## src/logic/dcd_regs.svh

```systemverilog
`ifndef DCD_REGS_SVH
`define DCD_REGS_SVH
// How it works
// RL1 - commands captured on rising clock edge
// RL2 - no-op starts nothing, work continues
// RL3 - chip select and strobes encode commands
// RL4 - mode set stores address as contents
// RL5 - bank bits 1:0 pick mode register
// RL6 - mode registers hold until rewrite or reset
// RL7 - mode set only when all idle
// RL8 - wait settle interval after mode set
// RL9 - read uses bank and address inputs
// RL10 - mode_reg_two bits 4:3 pick write width
// RL11 - write decodes 4, 3 or 2 bank bits
// RL12 - masked-high write data is discarded
// RL13 - refresh per bank or multibank
// RL14 - multibank refresh covers up to four banks
// RL15 - each refresh command acts once
// RL16 - refresh uses bank or address lines
// RL17 - address width follows burst and width
// RL18 - wait row cycle count per bank
`define DCD_ADDR_W        20
`define DCD_BANK_W        4
`define DCD_NBANK         16
`define DCD_DATA_W        36
`define DCD_MASK_W        2
`define DCD_MR_RESET      20'h00000
`define DCD_MR0_RC_LSB    0
`define DCD_MR0_RC_MSB    3
`define DCD_MR2_WB_LSB    3
`define DCD_MR2_WB_MSB    4
`define DCD_MR2_RMODE_BIT 5
`define DCD_MR1_BL_LSB    3
`define DCD_MR1_BL_MSB    4
`define DCD_MR0_WIDE_BIT  10
`define DCD_SETTLE_NS     96
`define DCD_CLK_NS        8
`define DCD_SETTLE_CYC    ((`DCD_SETTLE_NS + `DCD_CLK_NS - 1) / `DCD_CLK_NS)
`define DCD_FIFO_DEPTH    4
`endif

```

## src/logic/dcd_pkg.sv

```systemverilog
`include "dcd_regs.svh"
package dcd_pkg;
  typedef enum logic [2:0] {
    DCD_NOP  = 3'h0,
    DCD_MRS  = 3'h1,
    DCD_RD   = 3'h3,
    DCD_WR   = 3'h2,
    DCD_REF  = 3'h6
  } dcd_cmd_t;
  typedef logic [`DCD_ADDR_W-1:0] dcd_addr_t;
  typedef logic [`DCD_BANK_W-1:0] dcd_bank_t;
  typedef logic [`DCD_NBANK-1:0]  dcd_bmap_t;
  typedef logic [`DCD_DATA_W-1:0] dcd_data_t;
  typedef logic [`DCD_MASK_W-1:0] dcd_mask_t;
  typedef enum logic [1:0] {
    DCD_IDLE   = 2'h0,
    DCD_ISSUE  = 2'h1,
    DCD_SETTLE = 2'h3
  } dcd_hst_t;
endpackage : dcd_pkg

```

## src/logic/dcd_if.sv

```systemverilog
interface dcd_if (
  input wire logic clk
);
  import dcd_pkg::*;
  logic      cs_n;
  logic      we_n;
  logic      ref_n;
  dcd_addr_t addr;
  dcd_bank_t bank;
  dcd_data_t wdata;
  dcd_mask_t write_mask;
  modport ctrl (
    output cs_n, we_n, ref_n, addr, bank, wdata, write_mask
  );
  modport dev (
    input cs_n, we_n, ref_n, addr, bank, wdata, write_mask
  );
endinterface : dcd_if

```

## src/logic/dcd_dev.sv

```systemverilog
`include "dcd_regs.svh"
// device end: decodes pins, keeps mode registers, queues operations
module dcd_dev (
  input  wire logic               clk,
  input  wire logic               reset_n,
  input  wire logic               reset,
  dcd_if.dev                      pins,
  output logic                    op_valid,
  input  wire logic               op_ready,
  output dcd_pkg::dcd_cmd_t       op_cmd,
  output dcd_pkg::dcd_addr_t      op_addr,
  output dcd_pkg::dcd_bmap_t      op_banks,
  output dcd_pkg::dcd_data_t      op_data,
  output dcd_pkg::dcd_mask_t      op_keep,
  output logic                    cmd_stall,
  output dcd_pkg::dcd_addr_t      mode_zero,
  output dcd_pkg::dcd_addr_t      mode_one,
  output dcd_pkg::dcd_addr_t      mode_two
);
  import dcd_pkg::*;
  localparam int OPW = 3 + `DCD_ADDR_W + `DCD_NBANK + `DCD_DATA_W +
                       `DCD_MASK_W;
  dcd_addr_t mode_reg_zero_ff;
  dcd_addr_t mode_reg_one_ff;
  dcd_addr_t mode_reg_two_ff;
  dcd_cmd_t  cmd;
  dcd_bmap_t banks;
  dcd_addr_t eff_addr;
  logic [1:0] wmode;
  logic [1:0] bl;
  logic      fifo_ready;
  logic [OPW-1:0] fifo_out;
  // decode from pins sampled this edge
  always_comb begin                                                  // RL1
    if (pins.cs_n) begin
      cmd = DCD_NOP;                                                 // RL2
    end else begin
      unique case ({pins.we_n, pins.ref_n})                         // RL3
        2'b00:   cmd = DCD_MRS;
        2'b11:   cmd = DCD_RD;
        2'b01:   cmd = DCD_WR;
        default: cmd = DCD_REF;
      endcase
    end
  end
  assign wmode = mode_reg_two_ff[`DCD_MR2_WB_MSB:`DCD_MR2_WB_LSB];   // RL10
  assign bl    = mode_reg_one_ff[`DCD_MR1_BL_MSB:`DCD_MR1_BL_LSB];
  // longer bursts drop low address bits, wide config clears the top address bit
  always_comb begin                                                  // RL17
    eff_addr = pins.addr;
    if (cmd == DCD_RD || cmd == DCD_WR) begin
      if (mode_reg_zero_ff[`DCD_MR0_WIDE_BIT]) begin
        eff_addr[`DCD_ADDR_W-1] = 1'b0;
      end
      if (bl != 2'h0) begin
        eff_addr = eff_addr >> bl;
      end
    end
  end
  always_comb begin
    banks = '0;
    unique case (cmd)
      DCD_RD: banks[pins.bank] = 1'b1;                               // RL9
      DCD_WR: begin                                                  // RL11
        for (int i = 0; i < `DCD_NBANK; i++) begin
          unique case (wmode)
            2'h1:    banks[i] = (i[2:0] == pins.bank[2:0]);
            2'h2:    banks[i] = (i[1:0] == pins.bank[1:0]);
            default: banks[i] = (i[3:0] == pins.bank);
          endcase
        end
      end
      DCD_REF: begin                                                 // RL13
        if (mode_reg_two_ff[`DCD_MR2_RMODE_BIT]) begin
          banks[`DCD_NBANK-1:0] = pins.addr[`DCD_NBANK-1:0];         // RL16
          for (int i = 0, n = 0; i < `DCD_NBANK; i++) begin          // RL14
            if (banks[i]) begin
              n++;
              if (n > 4) banks[i] = 1'b0;
            end
          end
        end else begin
          banks[pins.bank] = 1'b1;                                   // RL16
        end
      end
      default: banks = '0;
    endcase
  end
  always_ff @(posedge clk) begin
    if (!reset_n) begin                                              // RL6
      mode_reg_zero_ff <= `DCD_MR_RESET;
      mode_reg_one_ff  <= `DCD_MR_RESET;
      mode_reg_two_ff  <= `DCD_MR_RESET;
    end else if (cmd == DCD_MRS) begin
      unique case (pins.bank[1:0])                                   // RL5
        2'h0:    mode_reg_zero_ff <= pins.addr;                      // RL4
        2'h1:    mode_reg_one_ff  <= pins.addr;
        2'h2:    mode_reg_two_ff  <= pins.addr;
        default: mode_reg_two_ff  <= mode_reg_two_ff;
      endcase
    end
  end
  assign mode_zero = mode_reg_zero_ff;
  assign mode_one  = mode_reg_one_ff;
  assign mode_two  = mode_reg_two_ff;
  assign cmd_stall = !fifo_ready;
  dcd_fifo #(
    .WIDTH (OPW),
    .DEPTH (`DCD_FIFO_DEPTH)
  ) u_fifo (
    .clk       (clk),
    .reset     (reset),
    .in_valid  (cmd == DCD_RD || cmd == DCD_WR || cmd == DCD_REF), // RL15
    .in_ready  (fifo_ready),
    .in_data   ({cmd, eff_addr, banks, pins.wdata,
                 (cmd == DCD_WR) ? ~pins.write_mask : 2'h0}),        // RL12
    .out_valid (op_valid),
    .out_ready (op_ready),
    .out_data  (fifo_out)
  );
  assign op_cmd   = dcd_cmd_t'(fifo_out[OPW-1 -: 3]);
  assign op_addr  = fifo_out[OPW-4 -: `DCD_ADDR_W];
  assign op_banks = fifo_out[OPW-4-`DCD_ADDR_W -: `DCD_NBANK];
  assign op_data  = fifo_out[`DCD_DATA_W+`DCD_MASK_W-1 -: `DCD_DATA_W];
  assign op_keep  = fifo_out[`DCD_MASK_W-1:0];
endmodule : dcd_dev

```

## src/logic/dcd_fifo.sv

```systemverilog
module dcd_fifo #(
  parameter int WIDTH = 8,
  parameter int DEPTH = 4
) (
  input  wire logic             clk,
  input  wire logic             reset,
  input  wire logic             in_valid,
  output logic                  in_ready,
  input  wire logic [WIDTH-1:0] in_data,
  output logic                  out_valid,
  input  wire logic             out_ready,
  output logic      [WIDTH-1:0] out_data
);
  localparam int AW = $clog2(DEPTH);
  logic [WIDTH-1:0] mem_ff [DEPTH];
  logic [AW-1:0]    wr_ff;
  logic [AW-1:0]    rd_ff;
  logic [AW:0]      cnt_ff;
  logic             push;
  logic             pop;
  assign in_ready  = (cnt_ff != (AW+1)'(DEPTH));
  assign out_valid = (cnt_ff != '0);
  assign push      = in_valid && in_ready;
  assign pop       = out_valid && out_ready;
  assign out_data  = mem_ff[rd_ff];
  always_ff @(posedge clk) begin
    if (push) begin
      mem_ff[wr_ff] <= in_data;
    end
  end
  always_ff @(posedge clk) begin
    if (reset) begin
      wr_ff  <= '0;
      rd_ff  <= '0;
      cnt_ff <= '0;
    end else begin
      if (push) begin
        wr_ff <= (wr_ff == AW'(DEPTH-1)) ? '0 : wr_ff + 1'b1;
      end
      if (pop) begin
        rd_ff <= (rd_ff == AW'(DEPTH-1)) ? '0 : rd_ff + 1'b1;
      end
      cnt_ff <= cnt_ff + (AW+1)'(push) - (AW+1)'(pop);
    end
  end
endmodule : dcd_fifo

```

## src/flat_wrapper.sv

```systemverilog
// flat-port wrapper written by rule: the top's interface ports become plain ports
module dcd_dev_flat import dcd_pkg::*;
  (clk, reset_n, reset, op_valid, op_ready, op_cmd, op_addr, op_banks, op_data, op_keep, cmd_stall, mode_zero, mode_one, mode_two, pins_cs_n, pins_we_n, pins_ref_n, pins_addr, pins_bank, pins_wdata, pins_write_mask);
  dcd_if pins_i (.clk(clk));
  input  wire logic clk;
  input  wire logic reset_n;
  input  wire logic reset;
  output logic op_valid;
  input  wire logic op_ready;
  output dcd_pkg::dcd_cmd_t op_cmd;
  output dcd_pkg::dcd_addr_t op_addr;
  output dcd_pkg::dcd_bmap_t op_banks;
  output dcd_pkg::dcd_data_t op_data;
  output dcd_pkg::dcd_mask_t op_keep;
  output logic cmd_stall;
  output dcd_pkg::dcd_addr_t mode_zero;
  output dcd_pkg::dcd_addr_t mode_one;
  output dcd_pkg::dcd_addr_t mode_two;
  input wire logic [$bits(pins_i.cs_n)-1:0] pins_cs_n;
  input wire logic [$bits(pins_i.we_n)-1:0] pins_we_n;
  input wire logic [$bits(pins_i.ref_n)-1:0] pins_ref_n;
  input wire logic [$bits(pins_i.addr)-1:0] pins_addr;
  input wire logic [$bits(pins_i.bank)-1:0] pins_bank;
  input wire logic [$bits(pins_i.wdata)-1:0] pins_wdata;
  input wire logic [$bits(pins_i.write_mask)-1:0] pins_write_mask;
  assign pins_i.cs_n = pins_cs_n;
  assign pins_i.we_n = pins_we_n;
  assign pins_i.ref_n = pins_ref_n;
  assign pins_i.addr = pins_addr;
  assign pins_i.bank = pins_bank;
  assign pins_i.wdata = pins_wdata;
  assign pins_i.write_mask = pins_write_mask;
  dcd_dev u_core (.clk(clk), .reset_n(reset_n), .reset(reset), .pins(pins_i), .op_valid(op_valid), .op_ready(op_ready), .op_cmd(op_cmd), .op_addr(op_addr), .op_banks(op_banks), .op_data(op_data), .op_keep(op_keep), .cmd_stall(cmd_stall), .mode_zero(mode_zero), .mode_one(mode_one), .mode_two(mode_two));
endmodule
```

## config.mk

```make
export PLATFORM = sky130hd
export DESIGN_NAME = dcd_dev_flat
export DESIGN_NICKNAME = d
export VERILOG_FILES = /design/src/logic/dcd_pkg.sv /design/src/logic/dcd_if.sv /design/src/logic/dcd_dev.sv /design/src/logic/dcd_fifo.sv /design/src/flat_wrapper.sv
export VERILOG_INCLUDE_DIRS = /design/src /design/src/logic
export SDC_FILE = /design/constraint.sdc
export NUM_CORES = 1
export LEC_CHECK = 0
export BUFFER_PORTS_ARGS = -buffer_cell sky130_fd_sc_hd__buf_2
export CORE_UTILIZATION = 45
export DETAILED_ROUTE_END_ITERATION = 8
export HOLD_SLACK_MARGIN = 0.05
export SETUP_SLACK_MARGIN = 0.15
export SKIP_LAST_GASP = 1
export SLEW_MARGIN = 20
export SYNTH_ARGS = -nofsm -noshare
export SYNTH_HDL_FRONTEND = slang
export SYNTH_HIERARCHICAL = 1
export SYNTH_SLANG_ARGS = --single-unit
```

## constraint.sdc

```tcl
create_clock -name clk -period 11.15 [get_ports clk]
set_input_delay 0.5575 -clock clk [delete_from_list [all_inputs] [get_ports clk]]
set_output_delay 0.5575 -clock clk [all_outputs]
set_load 0.05 [all_outputs]
```

==> key figures, run 1 <==
Logic synthesis
  – Seq/Total Area, Yosys: 61.9%
  – Mapped Cells: 1199
  – Synthesized area: 17200 um^2
  – Post-Syn Area per Cell: 14.3 um^2
  – FF+latch count, synth: 377
  – Asr flop ratio synth: 0%
  – Main flop type after synthesis: edfxtp_1
  – Synth warnings: 6
  – Mapped Nets: roughly 1300
  – Yosys cell types: 81
  – Post-synth EDFFs: 308

Final layout
  – Final nets: 1497
  – Most frequent cells in the layout: edfxtp_1, buf_2, nand2_1
  – Share of cells above drive strength 1: 28.3%
  – Synth-to-layout area growth: 16.3%
  – Filler cells: 3153
  – Util after Layout: 53.2%
  – Most common cell after layout, fill and taps aside: edfxtp_1

Floorplanning
  – Die area: 38900 um^2
  – Die H: around 200 um
  – # IOs: 208
  – Placement Rows: ~70
  – Core Area: 37600 um^2
  – Initial Util: 45.7%
  – Die span in x: 197 um

Clocking
  – Post-CTS Setup Inserts: 0
  – H-tree depth: 2
  – CTS tree: yes
  – CTS Buf Count: 41
  – CTS root buf: clkbuf_16
  – Hold-fix buffers, CTS: 0
  – Max clock buf depth: 3
  – Worst-path clk slew: roughly 0.06 ns
  – Worst-Skew Late Latency: ~0.54 ns
  – CTS resizes: 0
  – CTS Sinks: 377

Timing
  – Final hold vios: 0
  – Final setup fails: 0
  – Fmax: 111 MHz
  – Final setup margin: 2.12 ns
  – Final hold slack: 0.231 ns
  – Final worst-path cycle share: 81.0%
  – Max-slew violation count: 0
  – Slew of the pin with the lowest slew margin: approximately 1.0 ns
  – RSZ-0062 raised after global routing: false
  – Setup Total Neg Slack: 0 ns
  – Setup Skew: 0.0116 ns
  – Max-slew headroom: 31.8%
  – Min cycle time layout: ~9 ns

Setup path
  – Critical path's top delay family: adder cells
  – Worst EP required: 11.43 ns
  – Levels on crit path: 37
  – CP startpoint kind: input port
  – Crit-path slowest cell: ha_1
  – Crit path kind: in -> reg
  – Worst Setup EP: u_core/u_fifo/mem_ff[2][52]
  – Critical Path Start: pins_addr[1]
  – Slowest cell delay on critical path: between 0.4 and 0.5 ns
  – Critical R2R Launch: u_core/u_fifo/cnt_ff[2]
  – Critical path arrival: 9.31 ns
  – Crit path top cell by count: ha_1
  – Worst path buffer plus inverter count: 4
  – Crit path capture type: flop
  – Crit path max fanout: 11
  – Register-to-Register Path Depth: 10
  – Flop-to-flop setup slack: 8.72 ns
  – R2r endpoint: u_core/u_fifo/cnt_ff[2]

Pwr
  – Power Dens Cells: 232 nW/um^2
  – Static leakage: slightly above 0.007 uW
  – Max VDD drop: 0.107 mV

Route
  – Via density: 5.35
  – Drt initial violations: 685
  – DRT Pass-1 Iters: 5
  – DR vias: between 10000 and 15000
  – Mean routed wirelength per cell: 20.4 um
  – Drt drc: 0
  – DRT antenna net count: 0
  – Total Wirelength: 39.5 mm

Placement
  – IO Port Bufs: just over 200
  – Pre-CTS WS: 1.57 ns
  – Placed wire-length estimate: 25.9 mm
  – GP Congestion: 0.828

Flow run
  – MaxCap Viol Count: 0

Global route
  – GR Layer Usage met3: 5.43%
  – Gr ovfl total: 0
  – Met1 Track Usage GR: between 20% and 30%
  – Largest net degree at the start of global routing: 67
  – GR Layer Usage met2: 34.2%
  – All-Layer GR Usage: roughly a fifth
  – First-pass GRT wire length: 60.9 mm
  – Gr busiest metal: met2
  – Vias in the first global route: 10448
  – Initial antenna violation count: 1

Worst hold path
  – Hold crit path type: in -> reg

Outcome
  – Status: completed
-- layout make-up --
class	count	area (um^2)	share of cell area, %
Multi-Input combinational cell	726	6150	30.8
Clock buffer	59	1170	5.85
Tap cell	511	639	3.20
Antenna cell	1	2.50	0.0125
Clock inverter	15	158	0.789
Inverter	26	97.6	0.489
Sequential cell	377	10600	53.3
Timing Repair Buffer	219	1130	5.64
-- flip-flops by register name, indices dropped and copies added (netlist names), named ones only --
name	cells
u_core/u_fifo/wr_ff	2
u_core/u_fifo/rd_ff	2
u_core/mode_one	20
u_core/mode_two	20
u_core/mode_zero	20
u_core/u_fifo/mem_ff	308
u_core/u_fifo/cnt_ff	3
-- routing by layer --
metal / part of all wire [%] / vias to the layer above
li1: - / 4907
met1: 44 / 5138
met3: 6.4 / 44
met2: 48 / 256
met4: 1.4 / 0
met5: 0 / -
-- power breakdown --
part           internal (uW)  total, uW  switching (uW)
clock                    799       1330             531
combinational            577       1620            1040
sequential              1620       1680            66.3
-- worst register-to-register path, stage by stage (launching register included) --
cell and delay (ns):
dfxtp_1 0.37, or3b_1 0.49, nand2_1 0.20, ha_1 0.26, inv_1 0.06, ha_1 0.12
inv_1 0.04, fa_1 0.36, xor2_1 0.16, and2_1 0.16, nor3_1 0.13
-- cells by family (layout without fill, tap and decap cells) --
family,Yosys count,in the layout,synth area share (%)
xor+xnor,50,50,3.72
simple gates,322,322,8.44
mux,115,115,12.5
buf+inv,96,319,2.41
fa+ha+maj,37,37,2.74
compound gates,202,202,8.26
flops,377,377,61.9
other cells,0,1,0
-- synth_stat cells, types with 3 or more instances --
cell	count	area share (%)
nor2_1	46	1.0
and3_2	4	0.17
dfxtp_1	69	8.0
or3_1	4	0.15
mux2i_1	20	1.2
nor3_1	7	0.20
o22ai_1	6	0.22
nand2_1	181	4.0
inv_1	26	0.57
buf_1	3	0.066
xnor3_1	5	0.66
xnor2_2	4	0.38
o32ai_1	3	0.15
nand4_1	5	0.18
and3_1	8	0.29
o211ai_1	5	0.22
nand2b_1	13	0.47
buf_6	4	0.26
a21oi_1	27	0.79
o21ai_0	39	1.1
o31ai_1	7	0.31
mux4_2	78	10
a31oi_1	7	0.26
a41o_1	3	0.17
and2_1	8	0.29
o21a_1	7	0.31
a21o_1	3	0.13
or2_2	5	0.18
xnor2_1	27	1.4
o2111ai_1	3	0.15
buf_2	14	0.41
nand3_1	18	0.52
clkbuf_1	46	1.0
mux2_2	16	1.0
xor2_1	7	0.36
a21boi_0	64	2.8
nor3b_1	3	0.13
edfxtp_1	308	54
nor2b_1	9	0.33
ha_1	36	2.6
-- per-stage QoR --
| step | total power (uW) | instance area (um^2) | std cells |
|---|---|---|---|
| floorplan | 3010 | 17200 | 1199 |
| global placement | 3320 | 18600 | 1859 |
| detailed placement | 3340 | 18600 | 1859 |
| CTS | 4680 | 20000 | 1933 |
| global route | 4850 | 20000 | 1934 |
| finish | 4630 | 20000 | 1934 |
-- how the worst min path moves through the flow --
stage	cells past startpoint	startpoint	slack, ns	to
final	1	pins_wdata[30]	0.23	u_core/u_fifo/mem_ff[2][32]
after global routing	1	pins_wdata[2]	0.21	u_core/u_fifo/mem_ff[3][4]
after CTS	1	pins_wdata[30]	0.20	u_core/u_fifo/mem_ff[3][32]
after detailed placement	2	u_core/mode_zero[2]	0.46	u_core/mode_zero[2]
after global placement	2	u_core/mode_two[12]	0.45	u_core/mode_two[12]
after floorplan	2	u_core/u_fifo/rd_ff[0]	0.46	flop
Power figures use the tool's default switching activity.
==> run 2: changes to the inputs <==
==> constraint.sdc (replaced) <==
create_clock -name clk -period 9.4 [get_ports clk]
set_input_delay 0.47 -clock clk [delete_from_list [all_inputs] [get_ports clk]]
set_output_delay 0.47 -clock clk [all_outputs]
set_load 0.05 [all_outputs]
==> run 2 against run 1 <==
Total power up 19%; clock power up 20%; die area unchanged; clock-buffer cell count down 6.
==> key figures, run 2 (synthesized netlist as in run 1, its figures left out) <==
Outcome
  – Status: completed

Route
  – DRT Pass-1 Iters: 5
  – Mean routed wirelength per cell: ~20 um
  – DR vias: 10507
  – Drt initial violations: a little over 600
  – Drt drc: 0
  – Total Wirelength: 39.5 mm
  – DRT antenna net count: 0
  – Via density: between 5 and 6

Setup path
  – CP startpoint kind: input port
  – Crit path top cell by count: ha_1
  – Critical R2R Launch: u_core/mode_one[3]
  – Slowest cell delay on critical path: 0.45 ns
  – Crit-path slowest cell: ha_2
  – Flop-to-flop setup slack: 6.60 ns
  – R2r endpoint: u_core/u_fifo/mem_ff[1][68]
  – Levels on crit path: 37
  – Critical path's top delay family: adder cells
  – Register-to-Register Path Depth: 3
  – Crit path capture type: flop
  – Worst path buffer plus inverter count: 4
  – Crit path kind: in -> reg
  – Crit path max fanout: 11
  – Worst Setup EP: u_core/u_fifo/mem_ff[2][52]
  – Critical Path Start: pins_addr[1]
  – Critical path arrival: between 8 and 9 ns
  – Worst EP required: 9.69 ns

Clocking
  – Hold-fix buffers, CTS: 0
  – Worst-path clk slew: 0.06 ns
  – CTS root buf: clkbuf_16
  – Max clock buf depth: 3
  – Post-CTS Setup Inserts: 0
  – Worst-Skew Late Latency: 0.56 ns
  – CTS Buf Count: 41
  – H-tree depth: 2
  – CTS tree: yes
  – CTS Sinks: 377

Final layout
  – Max FFs per register: 308
  – Final nets: 1499
  – Most frequent cells in the layout: edfxtp_1, buf_2, nand2_1
  – Multi-input gate area: 6150 um^2
  – Filler cells: 3186
  – Synth-to-layout area growth: 16.6%
  – Most flops, register: u_core/u_fifo/mem_ff
  – Register area: 10600 um^2
  – Util after Layout: 53.3%
  – Share of cells above drive strength 1: about 29%
  – Design Area, Final: between 20000 and 25000 um^2
  – Most common cell after layout, fill and taps aside: edfxtp_1

Floorplanning
  – Die span in x: between 150 and 200 um
  – Placement Rows: 71
  – Core Area: 37600 um^2
  – Die area: 38900 um^2
  – Die H: 197 um
  – Initial Util: 45.7%
  – # IOs: 208

Timing
  – Max-slew violation count: 0
  – Setup Total Neg Slack: 0 ns
  – Final hold vios: 0
  – Min cycle time layout: 8.66 ns
  – Slew of the pin with the lowest slew margin: about 1.0 ns
  – Max-slew headroom: 30.1%
  – Final setup fails: 0
  – Fmax: 115 MHz
  – RSZ-0062 raised after global routing: false
  – Final worst-path cycle share: 92.2%
  – Final hold slack: between 0.1 and 0.15 ns
  – Setup Skew: 0.0187 ns

Worst hold path
  – Hold path startpoint: pins_wdata[25]
  – Hold crit path type: in -> reg

Placement
  – IO Port Bufs: 207
  – GP Congestion: 0.843
  – Dpl cell area: 18700 um^2
  – Placed wire-length estimate: 25.8 mm

Global route
  – Largest net degree at the start of global routing: 68
  – Vias in the first global route: 10445
  – First-pass GRT wire length: 60.7 mm
  – All-Layer GR Usage: about a fifth
  – Initial antenna violation count: 0
  – Gr ovfl total: 0

Pwr
  – Static leakage: between 0.007 and 0.008 uW
  – Max VDD drop: 0.125 mV
  – Power Dens Cells: 276 nW/um^2
  – Total Power: 5520 uW

Flow run
  – MaxCap Viol Count: 0
-- run 2: how the worst min path moves through the flow --
stage	end	depth (start not counted)
6_report	u_core/u_fifo/mem_ff[2][27]	1
2_1_floorplan	flop	2
3_5_place_dp	u_core/mode_two[10]	2
5_1_grt	u_core/u_fifo/mem_ff[1][10]	1
4_1_cts	u_core/u_fifo/mem_ff[2][25]	1
3_3_place_gp	u_core/mode_two[12]	2
-- run 2: routing by layer --
layer / vias up / routed length, um / share of wire [%] / track usage, %
met2: 259 / 18600 / 47 / 32.9
met5: - / 0 / 0 / 0
met4: 0 / 887 / 2.2 / 5.83
li1: 4915 / - / - / -
met1: 5281 / 17600 / 45 / 27.9
met3: 52 / 2370 / 6.0 / 4.75
-- run 2: stage by stage --
| step | setup slack, ns | std cells |
|---|---|---|
| finish | 0.737 | 1938 |
| CTS | 0.677 | 1936 |
| detailed placement | 0.0937 | 1861 |
| floorplan | 0.826 | 1199 |
| global placement | 0.303 | 1861 |
| global route | 0.214 | 1936 |
-- run 2: worst reg2reg max path, delay by kind of cell (launching register included) --
kind | cells | cell delay [ns]
flops | 1 | 0.99
simple gates | 2 | 0.77
compound gates | 1 | 0.73
-- run 2: timing repair --
item | in CTS | in global routing
endpoints found under the setup margin | 0 | 2
gates resized for setup | 0 | 1
endpoints found under the hold margin | 0 | 0
-- run 2: area by class of cell --
type | instances | area share [%]
Inverter | 26 | 0.488
Timing Repair Buffer | 221 | 5.70
Clock buffer | 53 | 5.50
Tap cell | 511 | 3.19
Antenna cell | 2 | 0.0250
Clock inverter | 22 | 1.22
Sequential cell | 377 | 53.2
Multi-Input combinational cell | 726 | 30.7
-- run 2: report_power, final --
part | internal (uW) | switching (uW) | leakage [uW] | total, uW
Sequential | 1920 | 67.5 | 0.00336 | 1990
Clock | 944 | 653 | 0.000651 | 1600
Combinational | 693 | 1250 | 0.00304 | 1940
Total | 3560 | 1970 | 0.00706 | 5520
